File: config.mk
export PLATFORM = sky130hd
export DESIGN_NAME = inhibit_io_pin
export DESIGN_NICKNAME = d
export VERILOG_FILES = /design/src/hw/inhibit_io_pkg.sv /design/src/hw/pwm_gen.sv /design/src/hw/inhibit_io_pin.sv
export VERILOG_INCLUDE_DIRS = /design/src /design/src/hw
export SDC_FILE = /design/constraint.sdc
export NUM_CORES = 1
export LEC_CHECK = 0
export BUFFER_PORTS_ARGS = -buffer_cell sky130_fd_sc_hd__buf_2
export CORE_MARGIN = 2
export CORE_UTILIZATION = 50
export DETAILED_ROUTE_END_ITERATION = 10
export PLACE_DENSITY = 0.77
export SKIP_CTS_REPAIR_TIMING = 1
export SYNTH_ARGS = -nofsm -noshare
export SYNTH_HDL_FRONTEND = slang
export SYNTH_SLANG_ARGS = --single-unit
File: constraint.sdc
create_clock -name mclk -period 2.6 [get_ports mclk]
set_input_delay 0.52 -clock mclk [delete_from_list [all_inputs] [get_ports mclk]]
set_output_delay 0.52 -clock mclk [all_outputs]
set_load 0.02 [all_outputs]
File: src/hw/inhibit_io_defs.svh
// register offsets, field positions, reset values and timing counts for the inhibit pin block
`ifndef INHIBIT_IO_DEFS_SVH
`define INHIBIT_IO_DEFS_SVH

`define IOP_CTRL_OFS        12'h000
`define IOP_CMD_OFS         12'h004
`define IOP_STATUS_OFS      12'h008
`define IOP_PWM_PERIOD_OFS  12'h00c
`define IOP_PWM_DUTY_OFS    12'h010

`define IOP_CTRL_FUNC_LSB   0
`define IOP_CTRL_LATCH_BIT  2
`define IOP_CTRL_INV_BIT    3
`define IOP_CTRL_OUT_LSB    4

`define IOP_CMD_ON_BIT      0
`define IOP_CMD_OFF_BIT     1
`define IOP_CMD_CLRPROT_BIT 2

`define IOP_CTRL_RESET      32'h0000_0000
`define IOP_PWM_PERIOD_RST  32'h0000_03e8
`define IOP_PWM_DUTY_RST    32'h0000_01f4

`define IOP_MIN_LOW_US      30
`define IOP_CLK_MHZ         100
`define IOP_MIN_LOW_CYC     (`IOP_MIN_LOW_US * `IOP_CLK_MHZ)

`endif

File: src/hw/inhibit_io_pkg.sv
// types for the inhibit pin block
package inhibit_io_pkg;

    typedef enum logic [1:0]
    {
        FUNC_INHIBIT = 2'b00,
        FUNC_INPUT   = 2'b01,
        FUNC_OUTPUT  = 2'b10
    } pin_func_t;

    typedef enum logic [1:0]
    {
        OUT_ONE  = 2'b00,
        OUT_ZERO = 2'b01,
        OUT_PWM  = 2'b10
    } out_sel_t;

    typedef struct packed
    {
        logic [11:0] paddr;
        logic        psel;
        logic        penable;
        logic        pwrite;
        logic [31:0] pwdata;
    } apb_req_t;

    typedef struct packed
    {
        logic        inputOn;
        logic        inputActive;
        logic        inhibitActiveFlag;
        logic        latchedInhibitProtection;
        logic        levelValue;
    } pin_status_t;

endpackage

File: src/hw/pwm_gen.sv
// period/duty pulse generator for the pin output function
module pwm_gen
#(
    parameter int WIDTH = 32
)
(
    input  wire logic             mclk,
    input  wire logic             reset,
    input  wire logic             enable,
    input  wire logic [WIDTH-1:0] period,
    input  wire logic [WIDTH-1:0] duty,
    output logic                  pwmOut
);

    logic [WIDTH-1:0] count;

    // period sets frequency, duty the high count
    always_ff @(posedge mclk)
    begin
        if (reset || !enable)
            count <= '0;
        else if (count + 1'b1 >= period)
            count <= '0;
        else
            count <= count + 1'b1;
    end

    always_ff @(posedge mclk)
    begin
        if (reset || !enable)
            pwmOut <= 1'b0;
        else
            pwmOut <= (count < duty);
    end

endmodule // pwm_gen

File: src/hw/inhibit_io_pin.sv
// inhibit / level input / digital output control for one rear I/O pin
`include "inhibit_io_defs.svh"

////////////////////////////////////////////////////////////////////////////////
module inhibit_io_pin
#(
    parameter int MIN_LOW_CYC = `IOP_MIN_LOW_CYC
)
(
    input  wire logic        mclk,
    input  wire logic        reset,
    input  wire logic [11:0] paddr,
    input  wire logic        psel,
    input  wire logic        penable,
    input  wire logic        pwrite,
    input  wire logic [31:0] pwdata,
    output logic      [31:0] prdata,
    output logic             pready,
    output logic             pslverr,
    input  wire logic        pinIn,
    output logic             pinOut,
    output logic             pinOe,
    output logic             inputActive,
    output logic             inputOn,
    output logic             inhibitActiveFlag,
    output logic             latchedInhibitProtection
);

    ////////////////////////////////////////////////////////////////////////////
    // register bus
    inhibit_io_pkg::apb_req_t req;
    logic [31:0]              ctrl;
    logic [31:0]              pwmPeriod;
    logic [31:0]              pwmDuty;
    logic                     acc;
    logic                     wrAcc;
    logic                     cmdWr;
    logic                     mapped;
    logic [31:0]              next_prdata;

    assign req   = '{paddr: paddr, psel: psel, penable: penable, pwrite: pwrite, pwdata: pwdata};
    assign acc   = req.psel && req.penable && pready;
    assign wrAcc = acc && req.pwrite;
    assign cmdWr = wrAcc && (req.paddr == `IOP_CMD_OFS);

    assign mapped = (req.paddr == `IOP_CTRL_OFS) || (req.paddr == `IOP_CMD_OFS)
                 || (req.paddr == `IOP_STATUS_OFS) || (req.paddr == `IOP_PWM_PERIOD_OFS)
                 || (req.paddr == `IOP_PWM_DUTY_OFS);

    // one wait state: pready rises in the second access cycle
    always_ff @(posedge mclk)
    begin
        if (reset)
            pready <= 1'b0;
        else
            pready <= req.psel && req.penable && !pready;
    end

    always_ff @(posedge mclk)
    begin
        if (reset)
            pslverr <= 1'b0;
        else
            pslverr <= req.psel && req.penable && !pready && !mapped;
    end

    always_ff @(posedge mclk)
    begin
        if (reset)
        begin
            ctrl      <= `IOP_CTRL_RESET;
            pwmPeriod <= `IOP_PWM_PERIOD_RST;
            pwmDuty   <= `IOP_PWM_DUTY_RST;
        end
        else if (wrAcc)
        begin
            if (req.paddr == `IOP_CTRL_OFS)
                ctrl <= req.pwdata & 32'h0000_003f;
            if (req.paddr == `IOP_PWM_PERIOD_OFS)
                pwmPeriod <= req.pwdata;
            if (req.paddr == `IOP_PWM_DUTY_OFS)
                pwmDuty <= req.pwdata;
        end
    end

    ////////////////////////////////////////////////////////////////////////////
    // control fields
    inhibit_io_pkg::pin_func_t func;
    inhibit_io_pkg::out_sel_t  outSel;
    logic                      latchMode;
    logic                      invert;

    assign func      = inhibit_io_pkg::pin_func_t'(ctrl[`IOP_CTRL_FUNC_LSB +: 2]);
    assign latchMode = ctrl[`IOP_CTRL_LATCH_BIT];
    assign invert    = ctrl[`IOP_CTRL_INV_BIT];
    assign outSel    = inhibit_io_pkg::out_sel_t'(ctrl[`IOP_CTRL_OUT_LSB +: 2]);

    ////////////////////////////////////////////////////////////////////////////
    // pin synchroniser: stage one feeds stage two only
    logic syncA;
    logic syncB;
    logic pinPrev;

    always_ff @(posedge mclk)
    begin
        if (reset)
        begin
            syncA <= 1'b1; // floating pin reads high
            syncB <= 1'b1;
        end
        else
        begin
            syncA <= pinIn;
            syncB <= syncA;
        end
    end

    // asserted = low when not inverted, high when inverted
    logic pinAsserted;
    assign pinAsserted = syncB ^ ~invert;

    always_ff @(posedge mclk)
    begin
        if (reset)
            pinPrev <= 1'b0;
        else
            pinPrev <= pinAsserted;
    end

    ////////////////////////////////////////////////////////////////////////////
    // latch pulse qualification: count asserted width from its leading edge
    logic [31:0] lowCount;
    logic        armed;
    logic        pulseHit;

    always_ff @(posedge mclk)
    begin
        if (reset || !pinAsserted)
            lowCount <= '0;
        else if (lowCount < 32'(MIN_LOW_CYC))
            lowCount <= lowCount + 32'h0000_0001;
    end

    // armed by the leading edge, fires once when the minimum width is met
    always_ff @(posedge mclk)
    begin
        if (reset || !pinAsserted)
            armed <= 1'b0;
        else if (pinAsserted && !pinPrev)
            armed <= 1'b1;
        else if (pulseHit)
            armed <= 1'b0;
    end

    // pin still asserted in the counting cycle, else a pulse one cycle short would pass
    assign pulseHit = armed && pinAsserted && (lowCount == 32'(MIN_LOW_CYC) - 32'h0000_0001);

    ////////////////////////////////////////////////////////////////////////////
    // input on/off state and protection
    logic latchTrip;
    logic offCmd;
    assign latchTrip = (func == inhibit_io_pkg::FUNC_INHIBIT) && latchMode && pulseHit
                    && inputOn && !latchedInhibitProtection;
    assign offCmd    = cmdWr && req.pwdata[`IOP_CMD_OFF_BIT];

    always_ff @(posedge mclk)
    begin
        if (reset)
            inputOn <= 1'b0;
        else if (latchTrip)
            inputOn <= 1'b0; // trip beats a same-cycle turn-on
        else if (offCmd)
            inputOn <= 1'b0;
        else if (cmdWr && req.pwdata[`IOP_CMD_ON_BIT] && !latchedInhibitProtection)
            inputOn <= 1'b1; // only by operator command
    end

    // set wins over a same-cycle clear
    always_ff @(posedge mclk)
    begin
        if (reset)
            latchedInhibitProtection <= 1'b0;
        else if (latchTrip)
            latchedInhibitProtection <= 1'b1;
        else if (cmdWr && req.pwdata[`IOP_CMD_CLRPROT_BIT])
            latchedInhibitProtection <= 1'b0;
    end

    logic next_inhibit;
    assign next_inhibit = (func == inhibit_io_pkg::FUNC_INHIBIT) && !latchMode && pinAsserted;

    // level follow: suppress while asserted, recover by itself
    always_ff @(posedge mclk)
    begin
        if (reset)
            inhibitActiveFlag <= 1'b0;
        else
            inhibitActiveFlag <= next_inhibit && inputOn && !offCmd;
    end

    always_ff @(posedge mclk)
    begin
        if (reset)
            inputActive <= 1'b0;
        else
            // off command drops both with inputOn, so neither outlives the on state
            inputActive <= inputOn && !latchTrip && !offCmd && !next_inhibit;
    end

    ////////////////////////////////////////////////////////////////////////////
    // output function
    logic pwmWave;
    logic outLogic;

    pwm_gen #(.WIDTH(32)) pwm
    (
        .mclk   (mclk),
        .reset  (reset),
        .enable (func == inhibit_io_pkg::FUNC_OUTPUT && outSel == inhibit_io_pkg::OUT_PWM),
        .period (pwmPeriod),
        .duty   (pwmDuty),
        .pwmOut (pwmWave)
    );

    always_comb
    begin
        unique case (outSel)
            inhibit_io_pkg::OUT_ONE:  outLogic = 1'b1;
            inhibit_io_pkg::OUT_ZERO: outLogic = 1'b0;
            inhibit_io_pkg::OUT_PWM:  outLogic = pwmWave;
            default:                  outLogic = 1'b0;
        endcase
    end

    // logic 1 drives low unless inverted
    always_ff @(posedge mclk)
    begin
        if (reset)
        begin
            pinOut <= 1'b1;
            pinOe  <= 1'b0;
        end
        else
        begin
            pinOut <= outLogic ^ ~invert;
            pinOe  <= (func == inhibit_io_pkg::FUNC_OUTPUT);
        end
    end

    ////////////////////////////////////////////////////////////////////////////
    // read data
    inhibit_io_pkg::pin_status_t st;
    assign st = '{inputOn: inputOn, inputActive: inputActive, inhibitActiveFlag: inhibitActiveFlag,
                  latchedInhibitProtection: latchedInhibitProtection,
                  levelValue: (func == inhibit_io_pkg::FUNC_INPUT) ? pinAsserted : 1'b0};

    always_comb
    begin
        next_prdata = 32'h0000_0000;
        if (req.paddr == `IOP_CTRL_OFS)
            next_prdata = ctrl;
        else if (req.paddr == `IOP_STATUS_OFS)
            next_prdata = {27'h000_0000, st};
        else if (req.paddr == `IOP_PWM_PERIOD_OFS)
            next_prdata = pwmPeriod;
        else if (req.paddr == `IOP_PWM_DUTY_OFS)
            next_prdata = pwmDuty;
    end

    always_ff @(posedge mclk)
    begin
        if (reset)
            prdata <= 32'h0000_0000;
        else if (req.psel && req.penable && !pready && !req.pwrite)
            prdata <= next_prdata;
    end
endmodule // inhibit_io_pin

* Yosys cells after proc, flatten, opt, wreduce, memory -nomap -nowiden
Index checks and enable logic that the tools add are counted.
** Storage, ports and cells
- Flip-flop bits (word level) :: 179
- Input port bits :: 50
- Output and inout port bits :: 40
- Logic and storage cells :: 98
** Cells by class
- Add/sub/neg operators :: 2
- $lt $le $gt $ge :: 3
- Eq/ne operators :: 8
- Muxes and demuxes :: 10
- Bitwise operators :: 3
- Reductions and logical operators :: 53
** Operators with widths (count)
- two-way mux 32 bit :: 4
- adder 32 x 1 -> 32 bit, second input constant :: 2
- == test 32 x 12 -> 1 bit, second input constant :: 1
- >= comparator 32 bit :: 1
- < comparator 32 x 12 -> 1 bit, second input constant :: 1
- < comparator 32 bit :: 1
- logical AND 1 bit :: 26
- == test 12 x 4 -> 1 bit, second input constant :: 2
- == test 12 x 3 -> 1 bit, second input constant :: 1
- == test 12 x 5 -> 1 bit, second input constant :: 1
- zero test 12 bit :: 1
- zero test 1 bit :: 11
- logical OR 1 bit :: 6
- AND reduction 2 bit :: 3
- two-way mux 1 bit :: 5
- == test 2 bit, second input constant :: 2
- zero test 2 bit :: 2
- nonzero test 2 bit :: 2
- OR reduction 3 bit :: 1
- == test 2 x 1 -> 1 bit, second input constant :: 1
- case mux 1 bit (2 select lines) :: 1
- OR reduction 2 bit :: 1
- bitwise XOR 1 bit :: 2
- NOT 1 bit :: 1

* Logic depth before layout (Yosys ltp)
- Depth in word-level cells :: 11
- Gate-level depth with buffers :: 14
- Gate-level depth less buffers :: 13

* By module
Synthesis repeated with hierarchy kept, for this count alone.
** Second synthesis, totals
- Cell total of the unflattened synthesis :: 1058
- Area total of the unflattened synthesis :: 8947.3 um^2
** Modules (own cells, without submodules)
- inhibit_io_pin :: times used 1, cells each 679, area an instance 5929.4 um^2, seq. area each 2922.8 um^2
- pwm_gen :: times used 1, cells each 379, area an instance 3017.9 um^2, seq. area each 660.6 um^2

* Least setup slack after synthesis
OpenSTA, ideal clock, no wires.
- Path type :: flip-flop to flip-flop
- Start point :: register pwm.count[0]
- End point :: register pwm.count[10]
- Library setup time :: 66 ps
- Arrival time :: 2819 ps
- Data required time :: 2534 ps
- Setup slack :: -285 ps
- Stages on the path, launching flop included :: 15
- Buffers on the path :: 1
- Period minus slack after synthesis :: 2885 ps
- Cell sequence :: dfxtp_1 > ha_1 > nand2_1 > nor3_1 > and4_1 > nand3_1 > xnor2_1 > ha_1 > a21o_1 > a21oi_1 > o211ai_1 > a21oi_1 > o2111ai_1 > clkbuf_1 > nor2b_1
** On the way
- Cells in the longest elaborated chain, start to end :: 3
** Ends and longest elaborated chain
- from (decl) :: line pwm_gen.sv:15 : logic [WIDTH-1:0] count;
- from (signal assigned) :: line pwm_gen.sv:25 : count <= count + 1'b1;
- adder 32 x 1 -> 32 bit (*) :: line pwm_gen.sv:22, pwm_gen.sv:25
- >= comparator 32 bit :: line pwm_gen.sv:22 : else if (count + 1'b1 >= period)
- OR reduction 2 bit (no line)
Every way passes the cells marked *; elsewhere a longest branch is shown, timed or not.
A chain may end at the register's enable or synchronous reset.

* Worst setup path in the final report
- Start point :: register pwm.count[9]
- End point :: register pwm.count[26]
Same word-level chain as after synthesis.

==> summary.md <==
| Metric | Value |
|---|---|
| Placed inst area | `between 0.009 and 0.01 sq mm` |
| Top delay family on crit path | `simple AND/OR/NAND/NOR gates` |
| Initial antenna violation count | `0` |
| Die span in y | `134 um` |
| Power Dens Cells | `approximately 530 mW/mm^2` |
| Post-placement cell count | `roughly 1300` |
| EDFF count, synth | `0` |
| I/O pin count | `90` |
| Worst-margin pin slew | `0.901 ns` |
| Top cells by count, synth | `dfxtp_1 (179), nand2_1 (168), a21oi_1 (105)` |
| Final instance area | `0.0102 sq mm` |
| Clock Pin Slew Worst Setup and Hold Paths | `about 0.070 ns` |
| Worst skew pair latency | `between 0.4 and 0.5 ns` |
| Core area | `between 0.015 and 0.02 sq mm` |
| Status | `complete, but fails checks` |
| Post-DP HPWL | `14.5 mm` |
| Syn Inst Count | `~1000` |
| Yosys top cell area share | `0.424` |
| CTS tree | `done` |
| Filler cell count | `between 1000 and 1500` |
| Vias in the first global route | `approximately 7100` |
| Post-DR wirelength/cell | `roughly 15 um` |
| Max FO, Critical Path | `14` |
| Final setup vio count | `32` |
| Worst Setup SP | `pwm.count[9]` |
| Max-cap violations | `0` |
| Worst hold path depth | `2` |
| Design Power | `5.41 mW` |
| Failing checks | `setup timing` |
| CTS Buf Count | `17` |
| I/O Buffers | `between 80 and 90` |
| Synth area leader | `dfxtp_1` |
| Hold slack | `around 0.26 ns` |
| First-pass GRT wire length | `33.8 mm` |
| Sequential cell area | `about 0.0036 sq mm` |
| RSZ-0062 raised after global routing | `true` |
| Sequential element share of the synthesized area | `0.424` |
| Share of post-route cells with drive strength above 1 | `0.199` |
| Critical Path Max Stage Delay | `0.33 ns` |
| Total gr overflow | `0` |
| Root Buffer Master | `clkbuf_16` |
| Initial core utilization | `0.511` |
| Final GP Congestion | `approximately 0.84` |
| Dominant cells by area after synthesis | `dfxtp_1 (42%), ha_1 (9.6%), nand2_1 (7.5%)` |
| Ys Warns | `0` |
| Number of distinct library cells after synthesis | `between 50 and 60` |
| Crit path buffers/inverters | `2` |
| FMAX | `approximately 340 MHz` |
| Slew headroom | `0.400` |
| Detail Route Antenna Nets | `0` |
| WS Path Type | `flip-flop to flip-flop` |
| Top FF cell, synth | `dfxtp_1` |
| Die width | `roughly 130 um` |
| Residual DRC | `0` |
| Crit path depth | `13` |
| Hold crit path type | `input port to flip-flop` |
| Multi-input gate area | `0.00455 sq mm` |
| Reg2Reg Launch Point | `pwm.count[9]` |
| Fin crit share | `1.12` |
| Period minus WS final | `just under 3 ns` |
| Max Buffers Root-to-Sink | `2` |
| Slowest-stage cell, CP | `dfxtp_2` |
| Pleak | `about 4.3 nW` |
| Cell Count, Final, Fillers Out | `approximately 1400` |
| Pre-CTS setup slack | `-0.273 ns` |
| Pre-antenna DRT Iters | `5` |
| Die ar. | `between 0.015 and 0.02 sq mm` |
| Most frequent cell after synthesis | `dfxtp_1` |
| Ys async rst share | `0` |
| Drt total wl | `20.5 mm` |
| Reg2reg path depth | `13` |
| Worst Path Arrival | `about 3.3 ns` |
| DR vias | `7320` |
| Startpoint types | `flip-flop` |
| Num rows | `47` |
| Final hold viol count | `0` |
| CP Cell Sequence | `and4_4, nand4_4, buf_4, nor4_4, nand3_1, xnor2_1, ha_1, nand4_1, nor2_1, nand4_1, o2111ai_2, buf_6, nor2b_1` |
| Peak supply drop | `roughly 0.51 mV` |
| Crit path required time | `just under 3 ns` |
| Antenna cells | `0` |
| Area Growth Syn to Fin | `20.4%` |
| Setup TNS | `-9.53 ns` |
| Most frequent cell on the critical path | `nand4_1` |
| Slew Viols, Final | `0` |
| Hold_sp | `pinIn` |
| Largest net degree at the start of global routing | `86` |
| PnR worst setup slack | `-0.325 ns` |
| H-tree levels | `4` |
| Total GRT Usage | `0.235` |
| #FFs+latches synth | `~180` |
| Syn Area/Cell | `between 8 and 9 sq um` |
| Nets@finish | `roughly 1300` |
| Number of DRC markers in iteration 0 | `436` |
| Vias/cell | `around 5.4` |
| Final Util | `0.615` |
| Skew final | `a little over 0.008 ns` |
| Mapped Nets | `roughly 1100` |
| Netlist Area Pre-Place | `0.00844 sq mm` |
| Crit end category | `flip-flop` |
| Clk sinks | `~180` |
cells by family (layout without fill, tap and decap cells):
logic type / Yosys count / count (layout) / share of synthesized area
buf+inv: 108 / 246 / 0.0508
mux: 1 / 1 / 0.00119
xor+xnor: 42 / 42 / 0.0445
simple gates: 412 / 412 / 0.238
flops: 179 / 179 / 0.424
compound gates: 203 / 203 / 0.145
fa+ha+maj: 65 / 65 / 0.0963
final timing paths:
kind	end	slack, ns
worst max-delay path	pwm.count[26]	-0.32
worst max register to register	pwm.count[26]	-0.32
worst min-delay path	syncA	0.26
worst min register to register	armed	0.41
cells in the final DEF (no fill, tap or decap), types with 7 or more instances in the layout:
cell type | Yosys | routed
a211o_1 | 14 | 14
a211oi_1 | 7 | 7
a21o_1 | 14 | 14
a21oi_1 | 105 | 103
and2_1 | 22 | 21
buf_2 | 7 | 89
buf_4 | 4 | 55
clkbuf_16 | 0 | 17
dfxtp_1 | 179 | 164
dfxtp_2 | 0 | 12
ha_1 | 65 | 64
inv_1 | 67 | 67
nand2_1 | 168 | 167
nand3_1 | 26 | 23
nand4_1 | 19 | 19
nor2_1 | 80 | 77
nor2b_1 | 34 | 33
nor3_1 | 11 | 9
nor4_1 | 10 | 10
o21ai_0 | 31 | 31
xnor2_1 | 21 | 19
xor2_1 | 20 | 20
final cells by class:
type | instances | share of cell area
clock buffer | 19 | 0.0436
clock inverter | 12 | 0.0129
tap | 220 | 0.0271
timing repair buffer | 148 | 0.0897
inverter | 67 | 0.0247
multi-input combinational | 723 | 0.447
sequential | 179 | 0.355
layer usage:
| metal | share of wire | GRT usage | vias up |
|---|---|---|---|
| met5 | 0 | 0 | - |
| met3 | 0.048 | 0.0574 | 30 |
| met1 | 0.44 | 0.288 | 3426 |
| met4 | 0.016 | 0.0792 | 0 |
| li1 | - | - | 3693 |
| met2 | 0.49 | 0.404 | 171 |
registers in the layout, indices dropped and copies added (netlist names):
name / flops
pready: 1
ctrl: 6
syncA: 1
inputOn: 1
inhibitActiveFlag: 1
syncB: 1
armed: 1
pwm.count: 32
pwmDuty: 32
pinPrev: 1
pwmPeriod: 32
latchedInhibitProtection: 1
pwm.pwmOut: 1
pinOe: 1
prdata: 32
pinOut: 1
inputActive: 1
lowCount: 32
pslverr: 1
power breakdown:
group	switching [mW]	internal [mW]
combinational	0.0859	0.0482
clock	1.09	1.44
sequential	0.00425	2.75
Power figures use the tool's default switching activity.
